`config.mk`:
```
export PLATFORM = sky130hd
export DESIGN_NAME = rdr_top
export DESIGN_NICKNAME = d
export VERILOG_FILES = /design/src/include/rdr_pkg.sv /design/src/core/rdr_top.sv /design/src/core/rdr_sync.sv
export SDC_FILE = /design/constraint.sdc
export NUM_CORES = 1
export LEC_CHECK = 0
export ABC_CLOCK_PERIOD_IN_PS = 2180
export BUFFER_PORTS_ARGS = -buffer_cell sky130_fd_sc_hd__buf_2
export CAP_MARGIN = 30
export CORE_UTILIZATION = 30
export CTS_CLUSTER_DIAMETER = 200
export CTS_CLUSTER_SIZE = 20
export DETAILED_ROUTE_END_ITERATION = 10
export PLACE_DENSITY = 0.46
export SETUP_SLACK_MARGIN = 0.05
export SLEW_MARGIN = 20
export SYNTH_ARGS = -nofsm -noshare
export SYNTH_HDL_FRONTEND = slang
export SYNTH_SLANG_ARGS = --single-unit
```
`constraint.sdc`:
```
create_clock -name i_mclk -period 2.18 [get_ports i_mclk]
set_input_delay 0.109 -clock i_mclk [delete_from_list [all_inputs] [get_ports i_mclk]]
set_output_delay 0.109 -clock i_mclk [all_outputs]
set_load 0.02 [all_outputs]
```
`src/include/rdr_pkg.sv`:
```
package rdr_pkg;

	// ****************************************************************
	// timing
	// ****************************************************************
	localparam int CLK_HZ = 50_000_000;
	localparam int TOP_TAP_HZ = 4096;
	localparam int CHAIN_TICK_HZ = 2 * TOP_TAP_HZ;
	localparam int BASE_DIV = CLK_HZ / CHAIN_TICK_HZ;
	localparam int HUND_HZ = 100;
	localparam int HUND_DIV = CLK_HZ / HUND_HZ;
	localparam int CHAIN_W = 13;
	localparam int TAP_W = 12;

	// ****************************************************************
	// reset values and digits
	// ****************************************************************
	localparam logic [7:0] HUND_RESET = 8'h00;
	localparam logic [3:0] BCD_MAX = 4'h9;
	localparam logic [3:0] BCD_ZERO = 4'h0;
	localparam logic RESET_STOP_RESET = 1'h0;
	localparam logic EVENT_ENABLE_RESET = 1'h0;

	// ****************************************************************
	// carriers
	// ****************************************************************
	typedef struct packed {
		logic reset_stop;
		logic ext_event_irq_enable;
	} rdr_ctrl_type;

	typedef struct packed {
		logic stb;
		rdr_ctrl_type data;
	} rdr_ctrl_wr_type;

	typedef struct packed {
		logic timer;
		logic update;
		logic alarm;
	} rdr_evt_type;

endpackage

```
`src/core/rdr_top.sv`:
```
`timescale 1ns/1ps
module rdr_top
#(
	parameter int BASE_DIV = rdr_pkg::BASE_DIV,
	parameter int HUND_DIV = rdr_pkg::HUND_DIV
)
(
	input wire logic i_mclk,
	input wire logic i_sys_rst,
	input wire rdr_pkg::rdr_ctrl_wr_type i_ctrl_wr_lo,
	input wire rdr_pkg::rdr_ctrl_wr_type i_ctrl_wr_hi,
	input wire rdr_pkg::rdr_evt_type i_evt_req,
	input wire logic i_event_input_pin,
	input wire logic i_event_flag_clr,
	output rdr_pkg::rdr_ctrl_type o_ctrl_lo,
	output rdr_pkg::rdr_ctrl_type o_ctrl_hi,
	output logic [rdr_pkg::TAP_W-1:0] o_taps,
	output logic o_sec_tick,
	output logic [7:0] o_hundredths,
	output rdr_pkg::rdr_evt_type o_evt,
	output logic o_event_flag,
	output logic o_event_stamp_bad,
	output logic o_int_pin_out,
	output logic o_int_pin_oe_n
);

	localparam int BASE_W = $clog2(BASE_DIV);
	localparam int HUND_W = $clog2(HUND_DIV);

	// ****************************************************************
	// elaboration checks
	// ****************************************************************
	generate
		if (BASE_DIV < 2 || HUND_DIV < 2)
		begin : g_bad_div
			$error("rdr_top: dividers must be at least 2");
		end
	endgenerate

	// ****************************************************************
	// control bits
	// ****************************************************************
	rdr_pkg::rdr_ctrl_type ctrl;
	rdr_pkg::rdr_ctrl_type next_ctrl;

	// one store behind both windows; upper copy wins a same-cycle clash
	always_comb
	begin
		next_ctrl = ctrl;
		if (i_ctrl_wr_lo.stb)
			next_ctrl = i_ctrl_wr_lo.data;
		if (i_ctrl_wr_hi.stb)
			next_ctrl = i_ctrl_wr_hi.data;
	end

	always_ff @(posedge i_mclk)
	begin
		if (i_sys_rst)
		begin
			ctrl.reset_stop <= rdr_pkg::RESET_STOP_RESET;
			ctrl.ext_event_irq_enable <= rdr_pkg::EVENT_ENABLE_RESET;
		end
		else
			ctrl <= next_ctrl;
	end

	// ****************************************************************
	// prescaler chain
	// ****************************************************************
	logic [BASE_W-1:0] base_cnt;
	logic [BASE_W-1:0] next_base_cnt;
	logic [rdr_pkg::CHAIN_W-1:0] chain;
	logic [rdr_pkg::CHAIN_W-1:0] next_chain;
	logic sec_tick;
	logic next_sec_tick;
	logic base_tick;

	assign base_tick = (base_cnt == BASE_W'(BASE_DIV - 1));

	// chain wraps once per second; taps are its low bits
	always_comb
	begin
		next_base_cnt = base_cnt;
		next_chain = chain;
		next_sec_tick = 1'b0;
		if (ctrl.reset_stop)
		begin
			next_base_cnt = '0;
			next_chain = '0;
		end
		else if (base_tick)
		begin
			next_base_cnt = '0;
			next_chain = chain + 1'b1;
			next_sec_tick = (chain == '1);
		end
		else
			next_base_cnt = base_cnt + 1'b1;
	end

	always_ff @(posedge i_mclk)
	begin
		if (i_sys_rst)
		begin
			base_cnt <= '0;
			chain <= '0;
			sec_tick <= 1'b0;
		end
		else
		begin
			base_cnt <= next_base_cnt;
			chain <= next_chain;
			sec_tick <= next_sec_tick;
		end
	end

	// ****************************************************************
	// hundredths counter
	// ****************************************************************
	logic [HUND_W-1:0] hund_cnt;
	logic [HUND_W-1:0] next_hund_cnt;
	logic [7:0] hund;
	logic [7:0] next_hund;

	// separate divider, since 100 Hz is not a binary tap of the chain
	always_comb
	begin
		next_hund_cnt = hund_cnt;
		next_hund = hund;
		if (ctrl.reset_stop)
		begin
			next_hund_cnt = '0;
			next_hund = rdr_pkg::HUND_RESET;
		end
		else if (hund_cnt == HUND_W'(HUND_DIV - 1))
		begin
			next_hund_cnt = '0;
			if (hund[3:0] != rdr_pkg::BCD_MAX)
				next_hund[3:0] = hund[3:0] + 4'h1;
			else
			begin
				next_hund[3:0] = rdr_pkg::BCD_ZERO;
				if (hund[7:4] != rdr_pkg::BCD_MAX)
					next_hund[7:4] = hund[7:4] + 4'h1;
				else
					next_hund[7:4] = rdr_pkg::BCD_ZERO;
			end
		end
		else
			next_hund_cnt = hund_cnt + 1'b1;
	end

	always_ff @(posedge i_mclk)
	begin
		if (i_sys_rst)
		begin
			hund_cnt <= '0;
			hund <= rdr_pkg::HUND_RESET;
		end
		else
		begin
			hund_cnt <= next_hund_cnt;
			hund <= next_hund;
		end
	end

	// ****************************************************************
	// time-based interrupt gating
	// ****************************************************************
	rdr_pkg::rdr_evt_type evt;
	rdr_pkg::rdr_evt_type next_evt;

	// requests arriving under reset/stop are dropped, not deferred
	always_comb
	begin
		next_evt = i_evt_req;
		if (ctrl.reset_stop)
			next_evt = '0;
	end

	always_ff @(posedge i_mclk)
	begin
		if (i_sys_rst)
			evt <= '0;
		else
			evt <= next_evt;
	end

	// ****************************************************************
	// external event path
	// ****************************************************************
	logic pin_level;
	logic pin_prev;
	logic flag;
	logic next_flag;
	logic stamp_bad;
	logic next_stamp_bad;
	logic int_oe_n;
	logic next_int_oe_n;
	logic event_hit;

	rdr_sync u_sync
	(
		.i_mclk(i_mclk),
		.i_sys_rst(i_sys_rst),
		.i_async(i_event_input_pin),
		.o_level(pin_level)
	);

	assign event_hit = pin_level & ~pin_prev;

	// not gated by reset/stop; set wins over a same-cycle clear
	always_comb
	begin
		next_flag = (flag & ~i_event_flag_clr) | event_hit;
		next_stamp_bad = stamp_bad;
		if (event_hit)
			next_stamp_bad = ctrl.reset_stop;
		next_int_oe_n = ~(next_flag & ctrl.ext_event_irq_enable);
	end

	always_ff @(posedge i_mclk)
	begin
		if (i_sys_rst)
		begin
			pin_prev <= 1'b0;
			flag <= 1'b0;
			stamp_bad <= 1'b0;
			int_oe_n <= 1'b1;
		end
		else
		begin
			pin_prev <= pin_level;
			flag <= next_flag;
			stamp_bad <= next_stamp_bad;
			int_oe_n <= next_int_oe_n;
		end
	end

	// ****************************************************************
	// outputs
	// ****************************************************************
	assign o_ctrl_lo = ctrl;
	assign o_ctrl_hi = ctrl;
	assign o_taps = chain[rdr_pkg::TAP_W-1:0];
	assign o_sec_tick = sec_tick;
	assign o_hundredths = hund;
	assign o_evt = evt;
	assign o_event_flag = flag;
	assign o_event_stamp_bad = stamp_bad;
	assign o_int_pin_out = 1'b0; // open drain: only ever pulls low
	assign o_int_pin_oe_n = int_oe_n;

endmodule

```
`src/core/rdr_sync.sv`:
```
`timescale 1ns/1ps
module rdr_sync
(
	input wire logic i_mclk,
	input wire logic i_sys_rst,
	input wire logic i_async,
	output logic o_level
);

	logic s1;
	logic s2;
	logic s3;
	logic level;
	logic next_level;

	// level moves only once the second and third stages agree
	always_comb
	begin
		next_level = level;
		if (s2 == s3)
			next_level = s3;
	end

	// s1 feeds s2 only, to keep metastability out of the compare
	always_ff @(posedge i_mclk)
	begin
		if (i_sys_rst)
		begin
			s1 <= 1'b0;
			s2 <= 1'b0;
			s3 <= 1'b0;
			level <= 1'b0;
		end
		else
		begin
			s1 <= i_async;
			s2 <= s1;
			s3 <= s2;
			level <= next_level;
		end
	end

	assign o_level = level;

endmodule

```
==> out/metrics.yaml, run 1 <==
floorplan:
  die-area_mm2: 0.0108
  start_util: 0.314
  fp.dieW_um: 104
  core-area_mm2: 0.00991
  io_pins: 45
  die-height_um: 104
  rows: 36
placed_design:
  post-place-ws_ns: 0.175
  place.gp.congestion: 0.754
  io_buffers: 43
  dp_hpwl_um: 4500
  placed_area_mm2: 0.00336
sta:
  tns_ns: 0
  hold_viol_final: 0
  drv_slew: 0
  worstMarginPinSlew_ns: 0.486
  finClkSkew_ns: 0.00970
  setup_viol: 0
  fin_crit_sh: 0.893
  min_period_ns: 1.95
  finalWorstSetupSlack_ns: 0.233
  maxSlewHeadroom: 0.672
  fmax_ghz: 0.514
  hold_slack_ns: 0.0503
  rsz0062_at_grt: "no"
cts:
  cts_buffer_depth: 2
  cts.sinks: 67
  clock_latency_ns: 0.34
  root_buffer: "clkbuf_8"
  path_clk_slew_ns: 0.08
  cts_tree: "yes"
  cts_buffers: 9
  htreeDepth: 3
drt:
  route.detailed.drc: 0
  viasPerCell: 4.82
  drt_first_iter_violations: 78
  dr.pass1.iters: 4
  wire_per_inst_um: 12.4
  vias: 2551
  wl_um: 6570
  ant_nets: 0
worst_setup_path:
  critPathLaunchType: "flip-flop"
  crit_type: "flip-flop to flip-flop"
  required_ns: 2.45
  critical_path_arrival_ns: 2.22
  regToRegSetupSlack_ns: 0.23
  cp_max_fo: 9
  end_kind: "flip-flop"
global_route:
  grt-ovfl-total: 0
  antenna_found_initial: 0
  grt_max_degree: 20
  grt_pass1_vias: 2426
  grtUsageTotal: 0.130
  grt_pass1_wl_um: 11400
synthesis:
  ys_async_sr_fraction: 0
  syn_nets: 369
  synthFlopType: "dfxtp_1"
  yosysWarnings: 0
  yosys-top-cells-area: "dfxtp_1, nor2_1, xnor2_1, buf_4, nand2_1"
  syn_area_mm2: 0.00311
  synth-seq-cells: 67
  syn_inst: 352
  synthDistinctLibCells: 50
  yosys.area.top_type: "dfxtp_1"
  synth-seq-area-share: 0.431
  synth.top_cell.area_share: 0.431
  synth_edf_count: 0
  avgSynthCellArea_um2: 8.84
status:
  status: "completed"
pwr:
  power.share.clock: 0.398
  seq_power_share: 0.553
  p_comb_frac: 0.050
  p_per_area_mw_per_mm2: 632
  ir_drop_mv: 0.281
  leakagePower_uw: 0.00134
  power_uw: 2270
  switching_share: 0.244
  p_sw_uw: 554
  p_int_uw: 1720
finish:
  drive_gt1_frac: 0.202
  area_growth_pct: 15.4
  final_nets: 409
  n_antenna_cell: 0
  layout.cells.most_common: "dfxtp_1"
  layout_common_cells: "dfxtp_1, buf_2, nor2_1"
  stdcell_area_mm2: 0.00359
  fillers: 1054
worst_hold_path:
  hold_class: "input port to flip-flop"
flow_run:
  cap_violations: 0
-- cell families after synthesis --
family          after synthesis  share of synthesized area
fa+ha+maj                     4                     0.0161
buf+inv                      34                     0.0696
flops                        67                      0.431
xor+xnor                     22                     0.0619
mux                           6                     0.0193
simple gates                166                      0.288
other cells                   1                    0.00121
compound gates               52                      0.113
-- registers in the layout, summed over array words and instances, names as in the netlist --
signal,count
base_cnt,13
chain,13
hund_cnt,19
o_ctrl_hi,2
o_event_flag,1
o_event_stamp_bad,1
o_evt,3
o_hundredths,8
o_int_pin_oe_n,1
o_sec_tick,1
pin_prev,1
u_sync.o_level,1
u_sync.s1,1
u_sync.s2,1
u_sync.s3,1
-- cells in the mapped netlist, types with 7 or more instances --
master   number
xnor2_1      14
o21ai_0      12
nand4_1      11
nand3_1      17
nor2b_1       7
nor2_1       41
or3_1        13
a21oi_1      19
dfxtp_1      67
nand2_1      28
and2_1        7
xor2_1        8
inv_1         7
nor4_1        7
buf_4        16
-- power by group through the flow --
stage                     sequential (µW)  combinational [µW]  clock [µW]
after floorplan                      1290                73.9           0
after global placement               1280                 106           0
after detailed placement             1280                 107           0
after CTS                            1250                 116         951
after global routing                 1260                 127         991
final                                1250                 113         903
-- layer usage --
metal,track usage,vias up,share of wire
met4,0.0551,0,0.016
met5,0,-,0
met1,0.168,1185,0.51
li1,-,1313,-
met3,0.0390,8,0.041
met2,0.199,45,0.44
-- metrics by stage --
step	cells	utilization
final	529	0.362
after global routing	529	0.362
after CTS	529	0.362
after detailed placement	508	0.339
after global placement	508	0.339
after floorplan	352	-
-- path summary, 6_finish.rpt --
path                                      start               to  cells after the start
worst min-delay path            i_ctrl_wr_hi[2]     o_ctrl_hi[1]                      3
worst min register to register     o_ctrl_hi[0]   o_int_pin_oe_n                      1
worst max register to register      hund_cnt[0]  o_hundredths[5]                      5
worst max-delay path                hund_cnt[0]  o_hundredths[5]                      5
-- timing repair --
| item | in CTS | in global routing |
|---|---|---|
| endpoints found under the setup margin | 0 | 1 |
| hold buffers | 6 | 0 |
| buffers inserted | 0 | 0 |
| hold endpoints to repair | 6 | 0 |
| gates resized for setup | 0 | 1 |
-- area by class of cell --
| cell class | count | area, µm² | share of cell area |
|---|---|---|---|
| multi-input combinational | 251 | 1560 | 0.435 |
| sequential | 67 | 1340 | 0.374 |
| timing repair buffer | 56 | 328 | 0.0913 |
| tap | 133 | 166 | 0.0463 |
| clock buffer | 10 | 138 | 0.0383 |
| clock inverter | 5 | 30.0 | 0.00836 |
| inverter | 7 | 26.3 | 0.00732 |
-- worst max-delay path: stages, from the launching register on --
cell and delay (ns):
dfxtp_1 0.38, ha_1 0.24, and4_2 0.37, nand4_1 0.23, or4_1 0.52, a21oi_1 0.15
No activity file was read; power rests on OpenSTA's default activity.
==> run 2: changes to the inputs <==
- MAX_ROUTING_LAYER: unset -> met4
==> out/metrics.yaml, run 2 (synthesized netlist as in run 1, its figures left out) <==
finish:
  layout_common_cells: "dfxtp_1, buf_2, nor2_1"
  area_growth_pct: 15.4
  n_antenna_cell: 0
  final_nets: 409
  max_flop_register: "hund_cnt"
  regArea_mm2: 0.00134
  fillers: 1054
  drive_gt1_frac: 0.202
  largestRegisters: "hund_cnt: 19 flops, base_cnt: 13 flops, chain: 13 flops"
  largest_reg_flops: 19
  layout.cells.most_common: "dfxtp_1"
  multi_input_area_mm2: 0.00156
  stdcell_area_mm2: 0.00359
cts:
  cts_buffers: 9
  clock_latency_ns: 0.34
  cts_buffer_depth: 2
  postCtsSetupBuffers: 0
  cts_tree: "yes"
  root_buffer: "clkbuf_8"
  path_clk_slew_ns: 0.08
  cts.sinks: 67
  htreeDepth: 3
worst_setup_path:
  critPathLaunchType: "flip-flop"
  regToRegSetupSlack_ns: 0.23
  crit_chain: "ha_1 > and4_2 > nand4_1 > or4_1 > a21oi_1"
  required_ns: 2.46
  max_stage_delay_ns: 0.52
  cp-endpoint: "o_hundredths[5]"
  crit_type: "flip-flop to flip-flop"
  critical_path_buf_inv_count: 0
  cp_slowest_cell: "or4_1"
  crit_family: "simple AND/OR/NAND/NOR gates"
  end_kind: "flip-flop"
  cp_max_fo: 9
  cp_num_cells: 5
  regToRegEndpoint: "o_hundredths[5]"
  startpoint: "hund_cnt[0]"
  rr_worst_depth: 5
  r2r-start: "hund_cnt[0]"
  critical_path_arrival_ns: 2.22
drt:
  viasPerCell: 4.82
  wl_um: 6570
  dr_wl_met2_um: 2870
  ant_nets: 0
  routed.top_layer: "met4"
  dr.pass1.iters: 4
  route.detailed.drc: 0
  m1WireLength_um: 3330
  vias: 2552
  wl_met3_um: 232
  wire_per_inst_um: 12.4
  drt_first_iter_violations: 76
sta:
  hold_viol_final: 0
  hold_slack_ns: 0.0490
  tns_ns: 0
  drv_slew: 0
  finClkSkew_ns: 0.00996
  maxSlewHeadroom: 0.672
  worstMarginPinSlew_ns: 0.486
  fmax_ghz: 0.514
  fin_crit_sh: 0.893
  setup_viol: 0
  rsz0062_at_grt: "no"
  min_period_ns: 1.95
placed_design:
  io_buffers: 43
  placed_area_mm2: 0.00336
  place.gp.congestion: 0.764
  dp_hpwl_um: 4500
floorplan:
  die-area_mm2: 0.0108
  start_util: 0.314
  fp.dieW_um: 104
  rows: 36
  io_pins: 45
  die-height_um: 104
  core-area_mm2: 0.00991
flow_run:
  cap_violations: 0
pwr:
  leakagePower_uw: 0.00134
  ir_drop_mv: 0.281
  p_per_area_mw_per_mm2: 632
worst_hold_path:
  hold_class: "input port to flip-flop"
status:
  status: "completed"
global_route:
  grt_pass1_wl_um: 11400
  grt_max_degree: 20
  grt-ovfl-total: 0
  grtUsageTotal: 0.133
  antenna_found_initial: 0
  grt_pass1_vias: 2436
## run 2: through the flow
step                power (µW)  cells   util  setup slack [ns]
finish                    2270    529  0.362             0.233
global route              2370    529  0.362             0.100
global placement          1390    508  0.339             0.233
detailed placement        1390    508  0.339             0.175
floorplan                 1360    352      -             0.374
CTS                       2320    529  0.362             0.174
## run 2: worst min-delay path by stage
stage                     start            to  slack [ns]  cells after the start
3_3_place_gp       i_evt_req[1]      o_evt[1]        0.31                      2
5_1_grt         i_ctrl_wr_hi[2]  o_ctrl_hi[1]        0.04                      3
6_report        i_ctrl_wr_hi[2]  o_ctrl_hi[1]        0.05                      3
4_1_cts        i_event_flag_clr  o_event_flag        0.03                      3
3_5_place_dp       i_evt_req[0]      o_evt[0]        0.31                      2
2_1_floorplan      i_evt_req[0]      o_evt[0]        0.23                      1
## run 2: cell type report
cell class,count,area share
multi-input combinational,251,0.435
sequential,67,0.374
timing repair buffer,56,0.0913
tap,133,0.0463
clock buffer,10,0.0383
clock inverter,5,0.00836
inverter,7,0.00732
## run 2: per-layer routing
metal | vias to the layer above | global-route usage
met5 | - | -
met2 | 47 | 0.199
met1 | 1182 | 0.168
li1 | 1312 | -
met4 | 0 | 0.0735
met3 | 11 | 0.0277
## run 2: worst min-delay path: stages
cell and delay (ns):
buf_2 0.11, a21oi_1 0.06, nor2_1 0.07
## run 2: repair_timing
item / CTS / global route
endpoints found under the hold margin: 6 / 0
endpoints found under the setup margin: 0 / 1
hold buffers: 6 / 0
resized for setup: 0 / 1
## run 2: power breakdown
group	switching, µW	internal, µW
registers	14.8	1240
logic	67.3	45.2
clock network	471	431
